## src/rtl/quadrature_pos_rev_counter_pkg.sv

```systemverilog
// Package of register offsets, field layouts and modes for the quadrature position counter
// Notes on behaviour
// - Max position is reload data on wrap
// - Modes 00/10/11: overflow sets flag, clears position
// - Mode 01: overflow sets flag, keeps counting
// - Mode 10: wrap to zero, revolution up, flag
// - Underflow reloads max, revolution down in modes 10/11, flag
// - Direction comes only from phase inputs
// - Mask only in modes 00 and 11
// - Index, overflow, underflow load mask counter
// - Same-direction counts decrement mask; nonzero suppresses
// - Direction reversal forces mask counter zero
// - Mask zero: index clears position; overflow clears it whatever the mask
// - Mode or direction change releases mask
// - Masked wraps keep revolution, still flag
// - Setting 10 masks index two counts
// - Setting 00 disables masking entirely
// - Position readable live, writable only stopped
// - Position clears on reset, index, overflow wrap; write loads it
// - Index function select: clear or gate
package quadrature_pos_rev_counter_pkg;

  // ****************************************************************
  // Register byte offsets
  // ****************************************************************
  localparam logic [7:0] POS_OFS  = 8'h00; // position_count_value
  localparam logic [7:0] REV_OFS  = 8'h04; // revolution_count_value
  localparam logic [7:0] MAX_OFS  = 8'h08; // max_position_reload
  localparam logic [7:0] CTRL_OFS = 8'h0c; // control bits
  localparam logic [7:0] FLAG_OFS = 8'h10; // irq_control_flags_low

  // ****************************************************************
  // Control and flag field positions
  // ****************************************************************
  localparam int PCM_LSB  = 0;  // Position mode, 2 bits
  localparam int RCM_LSB  = 2;  // revolution_mode_sel, 2 bits
  localparam int POSITION_STOP_BIT_BIT = 4;  // position_stop_bit
  localparam int INDEX_FUNCTION_SEL_BIT = 5;  // index_function_sel
  localparam int SWAP_BIT = 7;  // Swap phase inputs
  localparam int CGE_LSB  = 8;  // index_edge_sel, 2 bits
  localparam int RESET_MASK_SETTING_LSB = 10; // reset_mask_setting, 2 bits
  localparam int OVERFLOW_FLAG_BIT = 0;  // overflow_flag
  localparam int UNDERFLOW_FLAG_BIT = 1;  // underflow_flag
  localparam int DIR_BIT  = 2;  // Last direction, read only

  // ****************************************************************
  // Reset values and constants
  // ****************************************************************
  localparam logic [15:0] POS_RST  = 16'h0000;
  localparam logic [15:0] REV_RST  = 16'h0000;
  localparam logic [15:0] MAX_RST  = 16'hffff;
  localparam logic [11:0] CTRL_RST = 12'h010; // Stopped after reset
  localparam logic [1:0]  MASK_OFF = 2'h0;
  localparam logic [1:0]  AXI_OKAY = 2'h0;
  localparam logic [1:0]  AXI_SLVERR = 2'h2;

  // Revolution modes
  typedef enum logic [1:0] {
    revolution_disabled_mode       = 2'b00,
    revolution_index_only_mode     = 2'b01,
    revolution_wrap_only_mode      = 2'b10,
    revolution_index_and_wrap_mode = 2'b11
  } rev_mode_e;

  // Index edge selection
  typedef enum logic [1:0] {
    EDGE_NONE = 2'b00,
    EDGE_RISE = 2'b01,
    EDGE_FALL = 2'b10,
    EDGE_BOTH = 2'b11
  } edge_sel_e;

endpackage

```

## src/rtl/phase_decoder.sv

```systemverilog
// Quadrature phase decoder giving count pulses and direction
`timescale 1ns/10ps
module phase_decoder
  import quadrature_pos_rev_counter_pkg::*;
(
  input  wire logic       aclk,
  input  wire logic       aresetn,
  input  wire logic       phase_a,     // Phase A after swap
  input  wire logic       phase_b,     // Phase B after swap
  input  wire logic       enable,      // Counting allowed
  output logic            count_up,    // One-cycle up step
  output logic            count_down   // One-cycle down step
);

  logic [1:0] prev_r; // Phase pair of last cycle

  // ****************************************************************
  // Previous phase state
  // ****************************************************************
  always_ff @(posedge aclk) begin
    if (!aresetn) begin
      prev_r <= 2'h0;
    end else begin
      prev_r <= {phase_a, phase_b};
    end
  end

  // direction from phases
  // Gray step forward is up, backward is down; double steps are dropped as noise
  always_comb begin
    count_up   = 1'b0;
    count_down = 1'b0;
    if (enable) begin
      case ({prev_r, phase_a, phase_b})
        4'b0010, 4'b1011, 4'b1101, 4'b0100: count_up   = 1'b1;
        4'b0001, 4'b0111, 4'b1110, 4'b1000: count_down = 1'b1;
        default: begin
          count_up   = 1'b0;
          count_down = 1'b0;
        end
      endcase
    end
  end

endmodule

```

## src/rtl/quadrature_position_wrap_reset_mask.sv

```systemverilog
// Position counter with wrap, revolution stepping and index reset mask
`timescale 1ns/10ps
module quadrature_position_wrap_reset_mask
  import quadrature_pos_rev_counter_pkg::*;
(
  input  wire logic        aclk,
  input  wire logic        aresetn,
  input  wire logic        phase_a_input,
  input  wire logic        phase_b_input,
  input  wire logic        index_pulse_input,
  input  wire logic [7:0]  s_axi_awaddr,
  input  wire logic        s_axi_awvalid,
  output logic             s_axi_awready,
  input  wire logic [31:0] s_axi_wdata,
  input  wire logic [3:0]  s_axi_wstrb,
  input  wire logic        s_axi_wvalid,
  output logic             s_axi_wready,
  output logic [1:0]       s_axi_bresp,
  output logic             s_axi_bvalid,
  input  wire logic        s_axi_bready,
  input  wire logic [7:0]  s_axi_araddr,
  input  wire logic        s_axi_arvalid,
  output logic             s_axi_arready,
  output logic [31:0]      s_axi_rdata,
  output logic [1:0]       s_axi_rresp,
  output logic             s_axi_rvalid,
  input  wire logic        s_axi_rready
);
  import quadrature_pos_rev_counter_pkg::*;

  // ****************************************************************
  // State
  // ****************************************************************
  logic [15:0] pos_r;        // position_count_value
  logic [15:0] rev_r;        // revolution_count_value
  logic [15:0] max_r;        // max_position_reload
  logic [11:0] ctrl_r;       // Control bits
  logic        ofl_r;        // overflow_flag
  logic        ufl_r;        // underflow_flag
  logic [1:0]  mask_r;       // Mask counter
  logic        dir_r;        // Last direction, 1 = down
  logic        idx_r;        // Index pin last cycle
  logic [3:0]  mode_prev_r;  // Modes last cycle
  logic [7:0]  awaddr_r;     // Captured write address
  logic        aw_have_r;
  logic [31:0] wdata_r;      // Captured write data
  logic [3:0]  wstrb_r;
  logic        w_have_r;

  // ****************************************************************
  // Control decode
  // ****************************************************************
  logic [1:0] pcm;
  rev_mode_e  revolution_mode_sel;
  logic       stop, gate_sel, swap;
  edge_sel_e  index_edge_sel;
  logic [1:0] reset_mask_setting;
  assign pcm      = ctrl_r[PCM_LSB +: 2];
  assign revolution_mode_sel      = rev_mode_e'(ctrl_r[RCM_LSB +: 2]);
  assign stop     = ctrl_r[POSITION_STOP_BIT_BIT];
  assign gate_sel = ctrl_r[INDEX_FUNCTION_SEL_BIT];
  assign swap     = ctrl_r[SWAP_BIT];
  assign index_edge_sel      = edge_sel_e'(ctrl_r[CGE_LSB +: 2]);
  assign reset_mask_setting     = ctrl_r[RESET_MASK_SETTING_LSB +: 2];

  // ****************************************************************
  // Phase decode
  // ****************************************************************
  logic cnt_up, cnt_dn, gate_ok;
  // level gating when select is 1
  assign gate_ok = !gate_sel || (index_edge_sel == EDGE_NONE) ||
                   (index_edge_sel == EDGE_RISE && index_pulse_input) ||
                   (index_edge_sel == EDGE_FALL && !index_pulse_input) || (index_edge_sel == EDGE_BOTH);

  phase_decoder u_dec (
    .aclk       (aclk),
    .aresetn    (aresetn),
    .phase_a    (swap ? phase_b_input : phase_a_input),
    .phase_b    (swap ? phase_a_input : phase_b_input),
    .enable     (!stop && (pcm != 2'h0) && gate_ok),
    .count_up   (cnt_up),
    .count_down (cnt_dn)
  );

  // ****************************************************************
  // Event qualification
  // ****************************************************************
  logic idx_edge, idx_clr, stepping, reversal, ovf, unf;
  logic mask_mode, masked, mode_chg, release_mask;
  // index edges clear only in clear function
  assign idx_edge = !gate_sel &&
                    (((index_edge_sel == EDGE_RISE || index_edge_sel == EDGE_BOTH) && index_pulse_input && !idx_r) ||
                     ((index_edge_sel == EDGE_FALL || index_edge_sel == EDGE_BOTH) && !index_pulse_input && idx_r));
  assign stepping = cnt_up || cnt_dn;
  assign reversal = stepping && (cnt_dn != dir_r);
  // overflow at max while counting up
  assign ovf = cnt_up && (pos_r == max_r);
  // Underflow below zero while counting down
  assign unf = cnt_dn && (pos_r == POS_RST);
  // mask active only in modes 00 and 11
  assign mask_mode = (revolution_mode_sel == revolution_disabled_mode) ||
                     (revolution_mode_sel == revolution_index_and_wrap_mode);
  assign mode_chg  = (mode_prev_r != ctrl_r[PCM_LSB +: 4]);
  // mode or direction change releases mask
  assign release_mask = mode_chg || reversal;
  // nonzero counter suppresses index resets and revolution steps
  assign masked  = mask_mode && (mask_r != MASK_OFF) && !release_mask;
  assign idx_clr = idx_edge && (revolution_mode_sel != revolution_wrap_only_mode) && !masked;

  // ****************************************************************
  // Mask counter
  // ****************************************************************
  always_ff @(posedge aclk) begin
    if (!aresetn) begin
      mask_r <= MASK_OFF;
    end else if (!mask_mode || release_mask) begin
      mask_r <= MASK_OFF;
    end else if (idx_edge || ovf || unf) begin
      // load from setting; setting 00 loads zero
      // setting 10 loads two, so the next two counts are masked
      mask_r <= reset_mask_setting;
    end else if (stepping && mask_r != MASK_OFF) begin
      mask_r <= mask_r - 2'h1;
    end
  end

  // ****************************************************************
  // Direction, index and mode history
  // ****************************************************************
  always_ff @(posedge aclk) begin
    if (!aresetn) begin
      dir_r       <= 1'b0;
      idx_r       <= 1'b0;
      mode_prev_r <= 4'h0;
    end else begin
      idx_r       <= index_pulse_input;
      mode_prev_r <= ctrl_r[PCM_LSB +: 4];
      if (stepping) begin
        dir_r <= cnt_dn;
      end
    end
  end

  // ****************************************************************
  // AXI write path
  // ****************************************************************
  logic wr_fire, pos_wr, rev_wr;
  assign s_axi_awready = !aw_have_r && !s_axi_bvalid;
  assign s_axi_wready  = !w_have_r && !s_axi_bvalid;
  assign wr_fire       = aw_have_r && w_have_r && !s_axi_bvalid;
  assign pos_wr = wr_fire && (awaddr_r == POS_OFS) && stop && (&wstrb_r[1:0]);
  assign rev_wr = wr_fire && (awaddr_r == REV_OFS) &&
                  (revolution_mode_sel == revolution_disabled_mode) && (&wstrb_r[1:0]);

  // Capture address and data independently, in either order
  always_ff @(posedge aclk) begin
    if (!aresetn) begin
      aw_have_r <= 1'b0;
      w_have_r  <= 1'b0;
      awaddr_r  <= 8'h00;
      wdata_r   <= 32'h0;
      wstrb_r   <= 4'h0;
    end else begin
      if (s_axi_awvalid && s_axi_awready) begin
        aw_have_r <= 1'b1;
        awaddr_r  <= s_axi_awaddr;
      end else if (wr_fire) begin
        aw_have_r <= 1'b0;
      end
      if (s_axi_wvalid && s_axi_wready) begin
        w_have_r <= 1'b1;
        wdata_r  <= s_axi_wdata;
        wstrb_r  <= s_axi_wstrb;
      end else if (wr_fire) begin
        w_have_r <= 1'b0;
      end
    end
  end

  // Write response; unmapped offsets answer SLVERR
  always_ff @(posedge aclk) begin
    if (!aresetn) begin
      s_axi_bvalid <= 1'b0;
      s_axi_bresp  <= AXI_OKAY;
    end else if (wr_fire) begin
      s_axi_bvalid <= 1'b1;
      s_axi_bresp  <= (awaddr_r > FLAG_OFS || awaddr_r[1:0] != 2'h0) ? AXI_SLVERR : AXI_OKAY;
    end else if (s_axi_bready) begin
      s_axi_bvalid <= 1'b0;
    end
  end

  // Configuration registers; byte lanes honoured
  always_ff @(posedge aclk) begin
    if (!aresetn) begin
      max_r  <= MAX_RST;
      ctrl_r <= CTRL_RST;
    end else if (wr_fire) begin
      if (awaddr_r == MAX_OFS) begin
        if (wstrb_r[0]) max_r[7:0]  <= wdata_r[7:0];
        if (wstrb_r[1]) max_r[15:8] <= wdata_r[15:8];
      end
      if (awaddr_r == CTRL_OFS) begin
        if (wstrb_r[0]) ctrl_r[7:0]  <= wdata_r[7:0];
        if (wstrb_r[1]) ctrl_r[11:8] <= wdata_r[11:8];
      end
    end
  end

  // ****************************************************************
  // Position counter
  // ****************************************************************
  always_ff @(posedge aclk) begin
    if (!aresetn) begin
      pos_r <= POS_RST;
    end else if (pos_wr) begin
      pos_r <= wdata_r[15:0];
    end else if (unf) begin
      pos_r <= max_r;
    end else if (ovf && revolution_mode_sel != revolution_index_only_mode) begin
      pos_r <= POS_RST;
    end else if (idx_clr) begin
      pos_r <= POS_RST;
    end else if (cnt_up) begin
      // mode 01 keeps counting through max
      pos_r <= pos_r + 16'h1;
    end else if (cnt_dn) begin
      pos_r <= pos_r - 16'h1;
    end
  end

  // ****************************************************************
  // Revolution counter
  // ****************************************************************
  logic wrap_rev, idx_rev;
  assign wrap_rev = (revolution_mode_sel == revolution_wrap_only_mode) ||
                    (revolution_mode_sel == revolution_index_and_wrap_mode);
  assign idx_rev  = idx_edge && !masked && ((revolution_mode_sel == revolution_index_only_mode) ||
                    (revolution_mode_sel == revolution_index_and_wrap_mode));
  always_ff @(posedge aclk) begin
    if (!aresetn) begin
      rev_r <= REV_RST;
    end else if (rev_wr) begin
      rev_r <= wdata_r[15:0];
    end else if (wrap_rev && ovf && !masked) begin
      rev_r <= rev_r + 16'h1;
    end else if (wrap_rev && unf && !masked) begin
      // step down, 0 wraps to all ones
      rev_r <= rev_r - 16'h1;
    end else if (idx_rev) begin
      // Index steps by the direction of this or last count
      rev_r <= (stepping ? cnt_dn : dir_r) ? rev_r - 16'h1 : rev_r + 16'h1;
    end
  end

  // ****************************************************************
  // Flags; set wins over a same-cycle software clear
  // ****************************************************************
  logic flag_wr;
  assign flag_wr = wr_fire && (awaddr_r == FLAG_OFS) && wstrb_r[0];
  always_ff @(posedge aclk) begin
    if (!aresetn) begin
      ofl_r <= 1'b0;
      ufl_r <= 1'b0;
    end else begin
      // overflow sets flag in every mode
      if (ovf) begin
        ofl_r <= 1'b1;
      end else if (flag_wr && !wdata_r[OVERFLOW_FLAG_BIT]) begin
        ofl_r <= 1'b0;
      end
      if (unf) begin
        ufl_r <= 1'b1;
      end else if (flag_wr && !wdata_r[UNDERFLOW_FLAG_BIT]) begin
        ufl_r <= 1'b0;
      end
    end
  end

  // ****************************************************************
  // AXI read path
  // ****************************************************************
  assign s_axi_arready = !s_axi_rvalid;
  always_ff @(posedge aclk) begin
    if (!aresetn) begin
      s_axi_rvalid <= 1'b0;
      s_axi_rdata  <= 32'h0;
      s_axi_rresp  <= AXI_OKAY;
    end else if (s_axi_arvalid && s_axi_arready) begin
      s_axi_rvalid <= 1'b1;
      s_axi_rresp  <= AXI_OKAY;
      case (s_axi_araddr)
        POS_OFS:  s_axi_rdata <= {16'h0, pos_r};
        REV_OFS:  s_axi_rdata <= {16'h0, rev_r};
        MAX_OFS:  s_axi_rdata <= {16'h0, max_r};
        CTRL_OFS: s_axi_rdata <= {20'h0, ctrl_r};
        FLAG_OFS: s_axi_rdata <= {29'h0, dir_r, ufl_r, ofl_r};
        default: begin
          s_axi_rdata <= 32'h0;
          s_axi_rresp <= AXI_SLVERR;
        end
      endcase
    end else if (s_axi_rready) begin
      s_axi_rvalid <= 1'b0;
    end
  end

  // ****************************************************************
  // Checks
  // ****************************************************************
  underflow_reload_a: assert property (@(posedge aclk) disable iff (!aresetn)
    unf && !pos_wr |=> pos_r == $past(max_r) && ufl_r) else $error("underflow reload");
  overflow_flag_a: assert property (@(posedge aclk) disable iff (!aresetn)
    ovf |=> ofl_r) else $error("overflow flag missing");
  mode1_count_a: assert property (@(posedge aclk) disable iff (!aresetn)
    ovf && revolution_mode_sel == revolution_index_only_mode && !pos_wr && !idx_clr |=>
    pos_r == $past(pos_r) + 16'h1)
    else $error("mode 01 did not count through");
  mode2_wrap_a: assert property (@(posedge aclk) disable iff (!aresetn)
    ovf && revolution_mode_sel == revolution_wrap_only_mode && !rev_wr |=> pos_r == POS_RST &&
    rev_r == $past(rev_r) + 16'h1) else $error("mode 10 wrap wrong");
  reversal_clear_a: assert property (@(posedge aclk) disable iff (!aresetn)
    reversal |=> mask_r == MASK_OFF) else $error("reversal kept mask");
  mask_load_a: assert property (@(posedge aclk) disable iff (!aresetn)
    mask_mode && !release_mask && (idx_edge || ovf) |=> mask_r == $past(reset_mask_setting))
    else $error("mask not loaded");
  masked_rev_a: assert property (@(posedge aclk) disable iff (!aresetn)
    masked && !rev_wr |=> rev_r == $past(rev_r)) else $error("masked step");
  write_stopped_a: assert property (@(posedge aclk) disable iff (!aresetn)
    wr_fire && awaddr_r == POS_OFS && !stop && !stepping && !idx_clr |=> $stable(pos_r))
    else $error("write while counting");
  mask_mode_a: assert property (@(posedge aclk) disable iff (!aresetn)
    !mask_mode |=> mask_r == MASK_OFF) else $error("mask outside modes");

endmodule

```

## config.mk

```make
export PLATFORM = sky130hd
export DESIGN_NAME = quadrature_position_wrap_reset_mask
export DESIGN_NICKNAME = d
export VERILOG_FILES = /design/src/rtl/quadrature_pos_rev_counter_pkg.sv /design/src/rtl/phase_decoder.sv /design/src/rtl/quadrature_position_wrap_reset_mask.sv
export SDC_FILE = /design/constraint.sdc
export NUM_CORES = 1
export LEC_CHECK = 0
export BUFFER_PORTS_ARGS = -buffer_cell sky130_fd_sc_hd__clkbuf_2
export CAP_MARGIN = 20
export CORE_MARGIN = 3
export CORE_UTILIZATION = 52
export CTS_CLUSTER_DIAMETER = 100
export CTS_CLUSTER_SIZE = 40
export DETAILED_ROUTE_END_ITERATION = 8
export GPL_TIMING_DRIVEN = 0
export MAX_ROUTING_LAYER = met4
export PLACE_DENSITY = 0.74
export SETUP_SLACK_MARGIN = 0.05
export SLEW_MARGIN = 0
export SYNTH_ARGS = -nofsm -noshare
export SYNTH_HDL_FRONTEND = slang
export SYNTH_SLANG_ARGS = --single-unit
```

## constraint.sdc

```tcl
create_clock -name aclk -period 8.8 [get_ports aclk]
set_clock_uncertainty 0.2 [all_clocks]
set_input_delay 0.88 -clock aclk [delete_from_list [all_inputs] [get_ports aclk]]
set_output_delay 0.88 -clock aclk [all_outputs]
set_load 0.02 [all_outputs]
```

==> summary.md, run 1 <==
| Metric | Value |
|---|---|
| Status | `finished, final reports clean` |
| Worst Max-Slew Pin Slew | `~1.0 ns` |
| Largest area contributor in the netlist | `dfxtp_1` |
| Synth top area share | `33.60%` |
| Vias | `6655` |
| CTS sink cnt | `120` |
| Die W | `123.3 um` |
| Initial antenna violation count | `0` |
| Slew Viols, Final | `0` |
| Antenna Violating Nets Remaining | `0` |
| Cells after Synth | `853` |
| CP required | `8.95 ns` |
| CP endpoint kind | `flip-flop` |
| Max-cap violations | `0` |
| Initial DRC count | `544` |
| Mapped cell area | `7149 um2` |
| Critical R2R Launch | `u_dec.prev_r[0]` |
| Placement Cell Area | `just under 8000 um2` |
| R2R setup slack | `just under 4 ns` |
| Post-synth EDFFs | `0` |
| H-tree depth | `4` |
| Worst vdd ir | `0.1446 mV` |
| R2r endpoint | `pos_r[13]` |
| Ant. Diodes | `0` |
| I/O pin total | `103` |
| Unique masters post-synth | `76` |
| Endpoints failing hold | `0` |
| Number of synthesized register bits | `120` |
| RePlAce Congestion | `1.029` |
| Max Clk Rate | `0.1966 GHz` |
| Leak pwr | `0.003501 uW` |
| Most used DFF post-synth | `dfxtp_1` |
| Worst r2r path cells | `12` |
| Slowest cell delay on critical path | `between 0.9 and 1 ns` |
| Final worst path period share | `57.80%` |
| CP Launch Point | `phase_b_input` |
| Global-route wire length before repair | `32860 um` |
| Grt ovf | `0` |
| Total CTS buffers | `17` |
| Layout cells sized above 1 | `about 17%` |
| Warnings, synthesis | `0` |
| Final net count | `1038` |
| # hold bufs at CTS | `0` |
| Drt drc | `0` |
| Unrepaired setup endpoints after global routing | `false` |
| Rows | `42` |
| Fillers | `1230` |
| Worst Setup EP | `pos_r[13]` |
| Setup tns final | `0 ns` |
| DP HPWL | `15710 um` |
| Total routed wirelength | `between 20000 and 25000 um` |
| Cells along the critical path | `clkbuf_2, buf_2, or2_2, o22ai_1, o31ai_4, ha_1, and3_1, a221oi_1, o211ai_1, a2111oi_0, nor3_1, or3b_2, a21oi_1` |
| Final hold slack | `around 0.25 ns` |
| Synthesized area per cell | `8.381 um2` |
| Largest net degree at the start of global routing | `23` |
| Drt pass-1 iters | `6` |
| Worst slew margin | `29.63%` |
| PwrDens | `169.6 nW/um2` |
| Post-layout min period | `5.086 ns` |
| Synth cell count leaders | `nand2_1 (123), dfxtp_1 (120), a21oi_1 (69), nor2_1 (66), clkbuf_1 (36)` |
| Crit Path Max Fanout | `22` |
| CTS tree | `yes` |
| Worst Setup Start Kind | `primary input` |
| Seq/Total Area, Yosys | `33.60%` |
| Reg clk slew, reported paths | `0.05 ns` |
| Setup WS pre-CTS | `3.309 ns` |
| Most frequent cell after synthesis | `nand2_1` |
| Number of global-route vias before repair | `slightly above 6000` |
| Final setup fails | `0` |
| Clock Root Buffer | `clkbuf_16` |
| Core footprint | `~13000 um2` |
| Layout area overhead | `17.29%` |
| Port-buffer cells | `63` |
| Crit path buffers/inverters | `2` |
| Die footprint | `about 15000 um2` |
| Stages on worst setup path | `13` |
| Critical path class | `primary input to flip-flop` |
| Total Routing Usage GR | `29.00%` |
| Critical path's slowest cell | `o31ai_4` |
| Number of vias per cell | `5.838` |
| CP delay by family, top | `compound AO/OA/AOI/OAI gates` |
| Final worst setup slack | `3.714 ns` |
| Initial core utilization | `53.56%` |
| Largest cells by area after synthesis | `dfxtp_1 (34%), nand2_1 (6.5%), a21oi_1 (4.8%)` |
| Async SR Flop Fraction | `0%` |
| Hold crit path type | `flip-flop to flip-flop` |
| Final Cell Area | `8386 um2` |
| Worst-skew pair later-pin latency | `between 0.4 and 0.5 ns` |
| Post-CTS Setup Inserts | `0` |
| # resized after CTS | `0` |
| Clock Path Buffers | `2` |
| Wire per inst | `18.23 um` |
| Crit path arrival time | `5.24 ns` |
| Die Ht | `~120 um` |
-- placed cells by master, fill, tap and decap left out, types with 22 or more instances in the layout --
master,count
a211oi_1,22
a21oi_1,69
clkbuf_1,36
clkbuf_2,63
dfxtp_1,120
ha_1,23
mux2i_1,33
nand2_1,123
nand3_1,29
nor2_1,66
o21ai_0,24
xnor2_1,25
xor2_1,25
-- power by group --
group / total (uW) / internal, uW / leakage, uW / switching, uW
registers: 571 / 556 / 0.000974 / 15.6
clock network: 748 / 494 / 0.000305 / 253
logic: 104 / 39.2 / 0.00222 / 64.3
total: 1420 / 1090 / 0.00350 / 333
-- registers in the layout (all words and copies together), names as in the netlist --
| name | cells |
|---|---|
| mode_prev_r | 4 |
| s_axi_rresp | 1 |
| idx_r | 1 |
| s_axi_rvalid | 1 |
| ufl_r | 1 |
| aw_have_r | 1 |
| s_axi_bvalid | 1 |
| ofl_r | 1 |
| dir_r | 1 |
| s_axi_bresp | 1 |
| max_r | 16 |
| s_axi_rdata | 16 |
| w_have_r | 1 |
| mask_r | 2 |
| awaddr_r | 8 |
| rev_r | 16 |
| wdata_r | 16 |
| u_dec.prev_r | 2 |
| pos_r | 16 |
| wstrb_r | 2 |
| ctrl_r | 12 |
-- worst min-delay path by stage --
stage	from	endpoint	slack [ns]	depth (start not counted)
finish	s_axi_rdata[12]	s_axi_rdata[12]	0.25	2
detailed placement	s_axi_rdata[12]	s_axi_rdata[12]	0.25	2
CTS	s_axi_rdata[12]	s_axi_rdata[12]	0.25	2
global placement	s_axi_rdata[12]	s_axi_rdata[12]	0.24	2
global route	s_axi_rdata[10]	s_axi_rdata[10]	0.27	2
floorplan	awaddr_r[6]	awaddr_r[6]	0.24	2
-- cells by family after synthesis --
family	synth area share [%]
flip-flops	33.60
other	0.05245
AO/OA/AOI/OAI	17.83
multiplexers	8.611
XOR/XNOR	6.125
buffers and inverters	6.510
AND/OR/NAND/NOR	22.96
adder cells (fa/ha/maj)	4.305
-- metal layers --
metal	routed length, um	vias up	GRT usage (%)
met5	0	-	-
met4	413	0	8.166
met3	2011	38	7.594
met2	9335	323	43.59
met1	9018	3060	38.75
li1	-	3234	-
-- worst min-delay path, cell delays in order (launching register included) --
cell and delay (ns):
dfxtp_1 0.30, nand2_1 0.05, a21oi_1 0.05
-- layout make-up --
| type | count | area (um2) | share of cell area (%) |
|---|---|---|---|
| Clock buffer | 20 | 466.7 | 5.566 |
| Timing Repair Buffer | 63 | 315.3 | 3.760 |
| Multi-Input combinational cell | 659 | 4345 | 51.82 |
| Clock inverter | 11 | 170.2 | 2.029 |
| Tap cell | 176 | 220.2 | 2.626 |
| Inverter | 21 | 78.83 | 0.9400 |
| Sequential cell | 120 | 2402 | 28.65 |
| Buffer | 70 | 386.6 | 4.611 |
-- per-stage QoR --
stage / utilization (%) / instances / total power [uW]
floorplan: - / 870 / 647.7
global placement: 58.05 / 1109 / 682.5
detailed placement: 58.05 / 1109 / 684.6
CTS: 62.82 / 1140 / 1423
global route: 62.82 / 1140 / 1463
finish: 62.82 / 1140 / 1422
Power figures use the tool's default switching activity.
==> run 2: changes to the inputs <==
==> constraint.sdc (replaced) <==
create_clock -name aclk -period 4.7 [get_ports aclk]
set_clock_uncertainty 0.2 [all_clocks]
set_input_delay 0.47 -clock aclk [delete_from_list [all_inputs] [get_ports aclk]]
set_output_delay 0.47 -clock aclk [all_outputs]
set_load 0.02 [all_outputs]
==> summary.md, run 2 (synthesized netlist as in run 1, its figures left out) <==
| Metric | Value |
|---|---|
| Largest net degree at the start of global routing | `17` |
| Global-route wire length before repair | `33210 um` |
| Top Metal Used | `met4` |
| Commonest non-fill, non-tap cell in the layout | `nand2_1` |
| Vias | `6715` |
| PwrDens | `316.8 nW/um2` |
| Post-CTS Setup Inserts | `0` |
| Worst Setup Start Kind | `flip-flop` |
| Final net count | `~1000` |
| Max Clk Rate | `0.2242 GHz` |
| Wire length on met2 | `9314 um` |
| DRT met1 WL | `8989 um` |
| CP endpoint kind | `flip-flop` |
| # hold bufs at CTS | `0` |
| Layout cells sized above 1 | `about 17%` |
| Rows | `42` |
| Port-buffer cells | `63` |
| Die Ht | `123.3 um` |
| Final setup fails | `0` |
| Clock Path Buffers | `2` |
| Initial core utilization | `53.56%` |
| Final worst setup slack | `0.2404 ns` |
| RePlAce Congestion | `1.029` |
| Max-cap violations | `0` |
| Worst slew margin | `28.85%` |
| Crit Path Max Fanout | `11` |
| Total Routing Usage GR | `roughly 29%` |
| Antenna Violating Nets Remaining | `0` |
| Finished Layout Cells | `approximately 1100` |
| Grt ovf | `0` |
| CTS sink cnt | `120` |
| Slew Viols, Final | `0` |
| Final core occ | `62.99%` |
| Post-layout min period | `~4.5 ns` |
| Wire per inst | `~18 um` |
| Leak pwr | `0.003503 uW` |
| Crit path arrival time | `roughly 4.6 ns` |
| Final hold slack | `0.04433 ns` |
| Worst vdd ir | `0.2708 mV` |
| Reg clk slew, reported paths | `approximately 0.050 ns` |
| Power Total | `2664 uW` |
| Number of vias per cell | `just under 6` |
| Die W | `about 120 um` |
| Worst Max-Slew Pin Slew | `roughly 1.1 ns` |
| Initial DRC count | `around 520` |
| H-tree depth | `4` |
| Hold crit path type | `primary input to flip-flop` |
| Unrepaired setup endpoints after global routing | `false` |
| Number of global-route vias before repair | `6212` |
| Clock Root Buffer | `clkbuf_16` |
| Initial antenna violation count | `0` |
| Setup WS pre-CTS | `-0.3812 ns` |
| Most frequent cells in the layout | `nand2_1 (123), dfxtp_1 (120), a21oi_1 (68)` |
| Ant. Diodes | `0` |
| I/O pin total | `103` |
| Layout area overhead | `17.61%` |
| CTS tree | `yes` |
| Routed wl met3 | `2069 um` |
| Placed insts | `1109` |
| Endpoints failing hold | `0` |
| Worst-skew pair later-pin latency | `0.42 ns` |
| Total CTS buffers | `17` |
| Die footprint | `15190 um2` |
| Drt drc | `0` |
| Core footprint | `13350 um2` |
| Status | `finished, final reports clean` |
| Final worst path period share | `94.88%` |
| DP HPWL | `15710 um` |
| Drt pass-1 iters | `5` |
| CP required | `4.85 ns` |
| Total routed wirelength | `21050 um` |
| Critical path class | `flip-flop to flip-flop` |
==> run 2: what timing repair did <==
action,4_1_cts,5_1_grt
setup endpoints to repair,2,2
pin swaps,1,0
gates cloned,1,0
endpoints found under the hold margin,0,0
resized for setup,1,2
==> run 2: final cells by class <==
| class | instances | area [um2] |
|---|---|---|
| fillers | 1225 | 4940 |
| flip-flops and latches | 120 | 2402 |
| multi-input cells | 660 | 4368 |
| plain buffers | 70 | 386.6 |
| clock inverters | 11 | 170.2 |
| inverters | 21 | 78.83 |
| repair buffers | 63 | 315.3 |
| well taps | 176 | 220.2 |
| clock buffers | 20 | 466.7 |
==> run 2: critical path: stages (launching register included) <==
cell	delay, ns
dfxtp_1	0.44
and4b_1	0.23
nor3_2	0.55
o31ai_4	0.32
ha_1	0.43
and3_1	0.19
a221oi_1	0.57
o211ai_1	0.24
a2111oi_2	0.52
nor3_1	0.07
or3b_2	0.48
a21oi_1	0.15
==> run 2: report_power, final <==
group | internal, uW | total [uW] | switching, uW
clock network | 925 | 1400 | 474
registers | 1040 | 1070 | 28.9
logic | 73.7 | 195 | 121
==> run 2: through the flow <==
stage | instance area (um2) | setup TNS, ns
CTS | 8399 | 0
detailed placement | 7749 | -0.6346
global placement | 7749 | -0.4745
global route | 8408 | 0
finish | 8408 | 0
floorplan | 7213 | 0
==> run 2: metal layers <==
layer | vias up | GRT usage, %
li1 | 3256 | -
met1 | 3067 | 38.55
met2 | 332 | 43.76
met3 | 60 | 8.005
met4 | 0 | 10.31
met5 | - | -
==> run 2: path summary, 6_finish.rpt <==
kind / from / slack [ns] / endpoint / depth (start not counted)
setup / recovery: ctrl_r[8] / 0.24 / pos_r[13] / 11
setup reg to reg: ctrl_r[8] / 0.24 / pos_r[13] / 11
hold / removal: s_axi_rready / 0.04 / s_axi_rvalid / 2
hold reg to reg: s_axi_rdata[12] / 0.25 / s_axi_rdata[12] / 2
==> run 3: changes to the inputs <==
--- a/config.mk
+++ b/config.mk
@@ -13,6 +13,7 @@
 export CTS_CLUSTER_SIZE = 40
 export DETAILED_ROUTE_END_ITERATION = 8
 export GPL_TIMING_DRIVEN = 0
+export HOLD_SLACK_MARGIN = 0.12
 export MAX_ROUTING_LAYER = met4
 export PLACE_DENSITY = 0.74
 export SETUP_SLACK_MARGIN = 0.05
==> summary.md, run 3 (synthesized netlist as in run 1, its figures left out) <==
| Metric | Value |
|---|---|
| Max Clk Rate | `around 0.22 GHz` |
| Critical R2R Launch | `ctrl_r[8]` |
| Die Ht | `123.3 um` |
| CP delay by family, top | `compound AO/OA/AOI/OAI gates` |
| CTS tree | `yes` |
| Finished Layout Cells | `1170` |
| Hold crit path type | `primary input to flip-flop` |
| Final worst path period share | `94.70%` |
| CP endpoint kind | `flip-flop` |
| Post-layout min period | `4.451 ns` |
| Number of vias per cell | `5.838` |
| Final net count | `1068` |
| Max-cap violations | `0` |
| Wire length on met2 | `9737 um` |
| Status | `finished, final reports clean` |
| Wire per inst | `18.35 um` |
| Ant. Diodes | `0` |
| Grt ovf | `0` |
| Placed insts | `1109` |
| Core footprint | `13350 um2` |
| Leak pwr | `0.003624 uW` |
| Final hold slack | `0.1627 ns` |
| Min-Delay Startpoint | `index_pulse_input` |
| Worst vdd ir | `roughly 0.27 mV` |
| Reg clk slew, reported paths | `0.06 ns` |
| Port-buffer cells | `63` |
| Critical path's slowest cell | `a221oi_1` |
| Endpoints failing hold | `0` |
| Antenna Violating Nets Remaining | `0` |
| Worst Max-Slew Pin Slew | `1.075 ns` |
| Total CTS buffers | `17` |
| CP required | `around 4.9 ns` |
| PwrDens | `between 300 and 400 nW/um2` |
| Vias | `6831` |
| Clock Path Buffers | `2` |
| Initial DRC count | `569` |
| Layout cells sized above 1 | `roughly 17%` |
| I/O pin total | `just over 100` |
| Initial antenna violation count | `0` |
| Global-route wire length before repair | `between 30000 and 40000 um` |
| Total Routing Usage GR | `between 20 and 30%` |
| Worst-skew pair later-pin latency | `0.42 ns` |
| Die footprint | `~15000 um2` |
| Power Total | `roughly 2700 uW` |
| Number of global-route vias before repair | `6380` |
| DRT met1 WL | `between 9000 and 10000 um` |
| Rows | `42` |
| Total routed wirelength | `21470 um` |
| Crit Path Max Fanout | `11` |
| Layout area overhead | `21.67%` |
| RePlAce Congestion | `slightly above 1` |
| Worst Setup Start Kind | `flip-flop` |
| Crit path buffers/inverters | `0` |
| Slowest cell delay on critical path | `0.56 ns` |
| Final core occ | `about two thirds` |
| H-tree depth | `4` |
| Initial core utilization | `~54%` |
| Final setup fails | `0` |
| Unrepaired setup endpoints after global routing | `false` |
| R2r endpoint | `pos_r[13]` |
| Post-CTS Setup Inserts | `0` |
| Die W | `123.3 um` |
| R2R setup slack | `0.25 ns` |
| Routed wl met3 | `about 2000 um` |
| Slew Viols, Final | `0` |
| CTS sink cnt | `120` |
| Most frequent cells in the layout | `nand2_1 (123), dfxtp_1 (120), a21oi_1 (68)` |
| Setup tns final | `0 ns` |
| Worst hold path depth | `2` |
| Commonest non-fill, non-tap cell in the layout | `nand2_1` |
| Largest net degree at the start of global routing | `17` |
| DP HPWL | `15710 um` |
| Min-Delay Endpoint | `idx_r` |
| Top Metal Used | `met4` |
| Worst slew margin | `27.89%` |
| Worst r2r path cells | `11` |
| Critical path class | `flip-flop to flip-flop` |
| Fillers | `1181` |
| Clock Root Buffer | `clkbuf_16` |
| Crit path arrival time | `4.60 ns` |
| Cells along the critical path | `and4b_1, nor3_2, o31ai_4, ha_1, and3_1, a221oi_1, o211ai_1, a2111oi_2, nor3_1, or3b_2, a21oi_1` |
| Drt pass-1 iters | `6` |
| Drt drc | `0` |
==> run 3: area by class of cell <==
| cell class | instances | area (um2) | area share (%) |
|---|---|---|---|
| Multi-Input combinational cell | 660 | 4368 | 50.22 |
| Sequential cell | 120 | 2402 | 27.62 |
| Timing Repair Buffer | 92 | 605.6 | 6.962 |
| Clock buffer | 20 | 466.7 | 5.365 |
| Buffer | 70 | 386.6 | 4.445 |
| Tap cell | 176 | 220.2 | 2.532 |
| Clock inverter | 11 | 170.2 | 1.956 |
| Inverter | 21 | 78.83 | 0.9062 |
==> run 3: repair_timing <==
action	4_1_cts	5_1_grt
gates cloned	1	0
setup endpoints to repair	2	2
pin swaps	1	0
endpoints found under the hold margin	28	1
resized for setup	1	2
hold buffers	28	1
==> run 3: how the worst max path moves through the flow <==
| stage | start | endpoint | slack [ns] | cells after the start |
|---|---|---|---|---|
| 2_1_floorplan | phase_b_input | pos_r[13] | 0.44 | 12 |
| 3_3_place_gp | phase_a_input | pos_r[13] | -0.29 | 13 |
| 3_5_place_dp | phase_b_input | pos_r[13] | -0.38 | 13 |
| 4_1_cts | u_dec.prev_r[1] | pos_r[13] | 0.14 | 11 |
| 5_1_grt | ctrl_r[8] | pos_r[13] | 0.07 | 11 |
| 6_report | ctrl_r[8] | pos_r[13] | 0.25 | 11 |
==> run 3: stage by stage <==
stage | cell area (um2) | worst slack [ns]
floorplan | 7213 | 0.4392
global placement | 7749 | -0.2922
detailed placement | 7749 | -0.3812
CTS | 8680 | 0.1371
global route | 8698 | 0.06649
finish | 8698 | 0.2490
==> run 3: routing by layer <==
layer	vias up	GRT usage (%)
met5	-	-
met4	0	10.31
met3	43	8.005
met2	313	45.67
met1	3169	38.52
li1	3306	-
==> run 3: power breakdown <==
part / total, uW / internal (uW) / switching, uW / leakage, uW
clock: 1400 / 925 / 472 / 0.000305
sequential: 1070 / 1040 / 29.2 / 0.000974
combinational: 216 / 89.3 / 127 / 0.00235
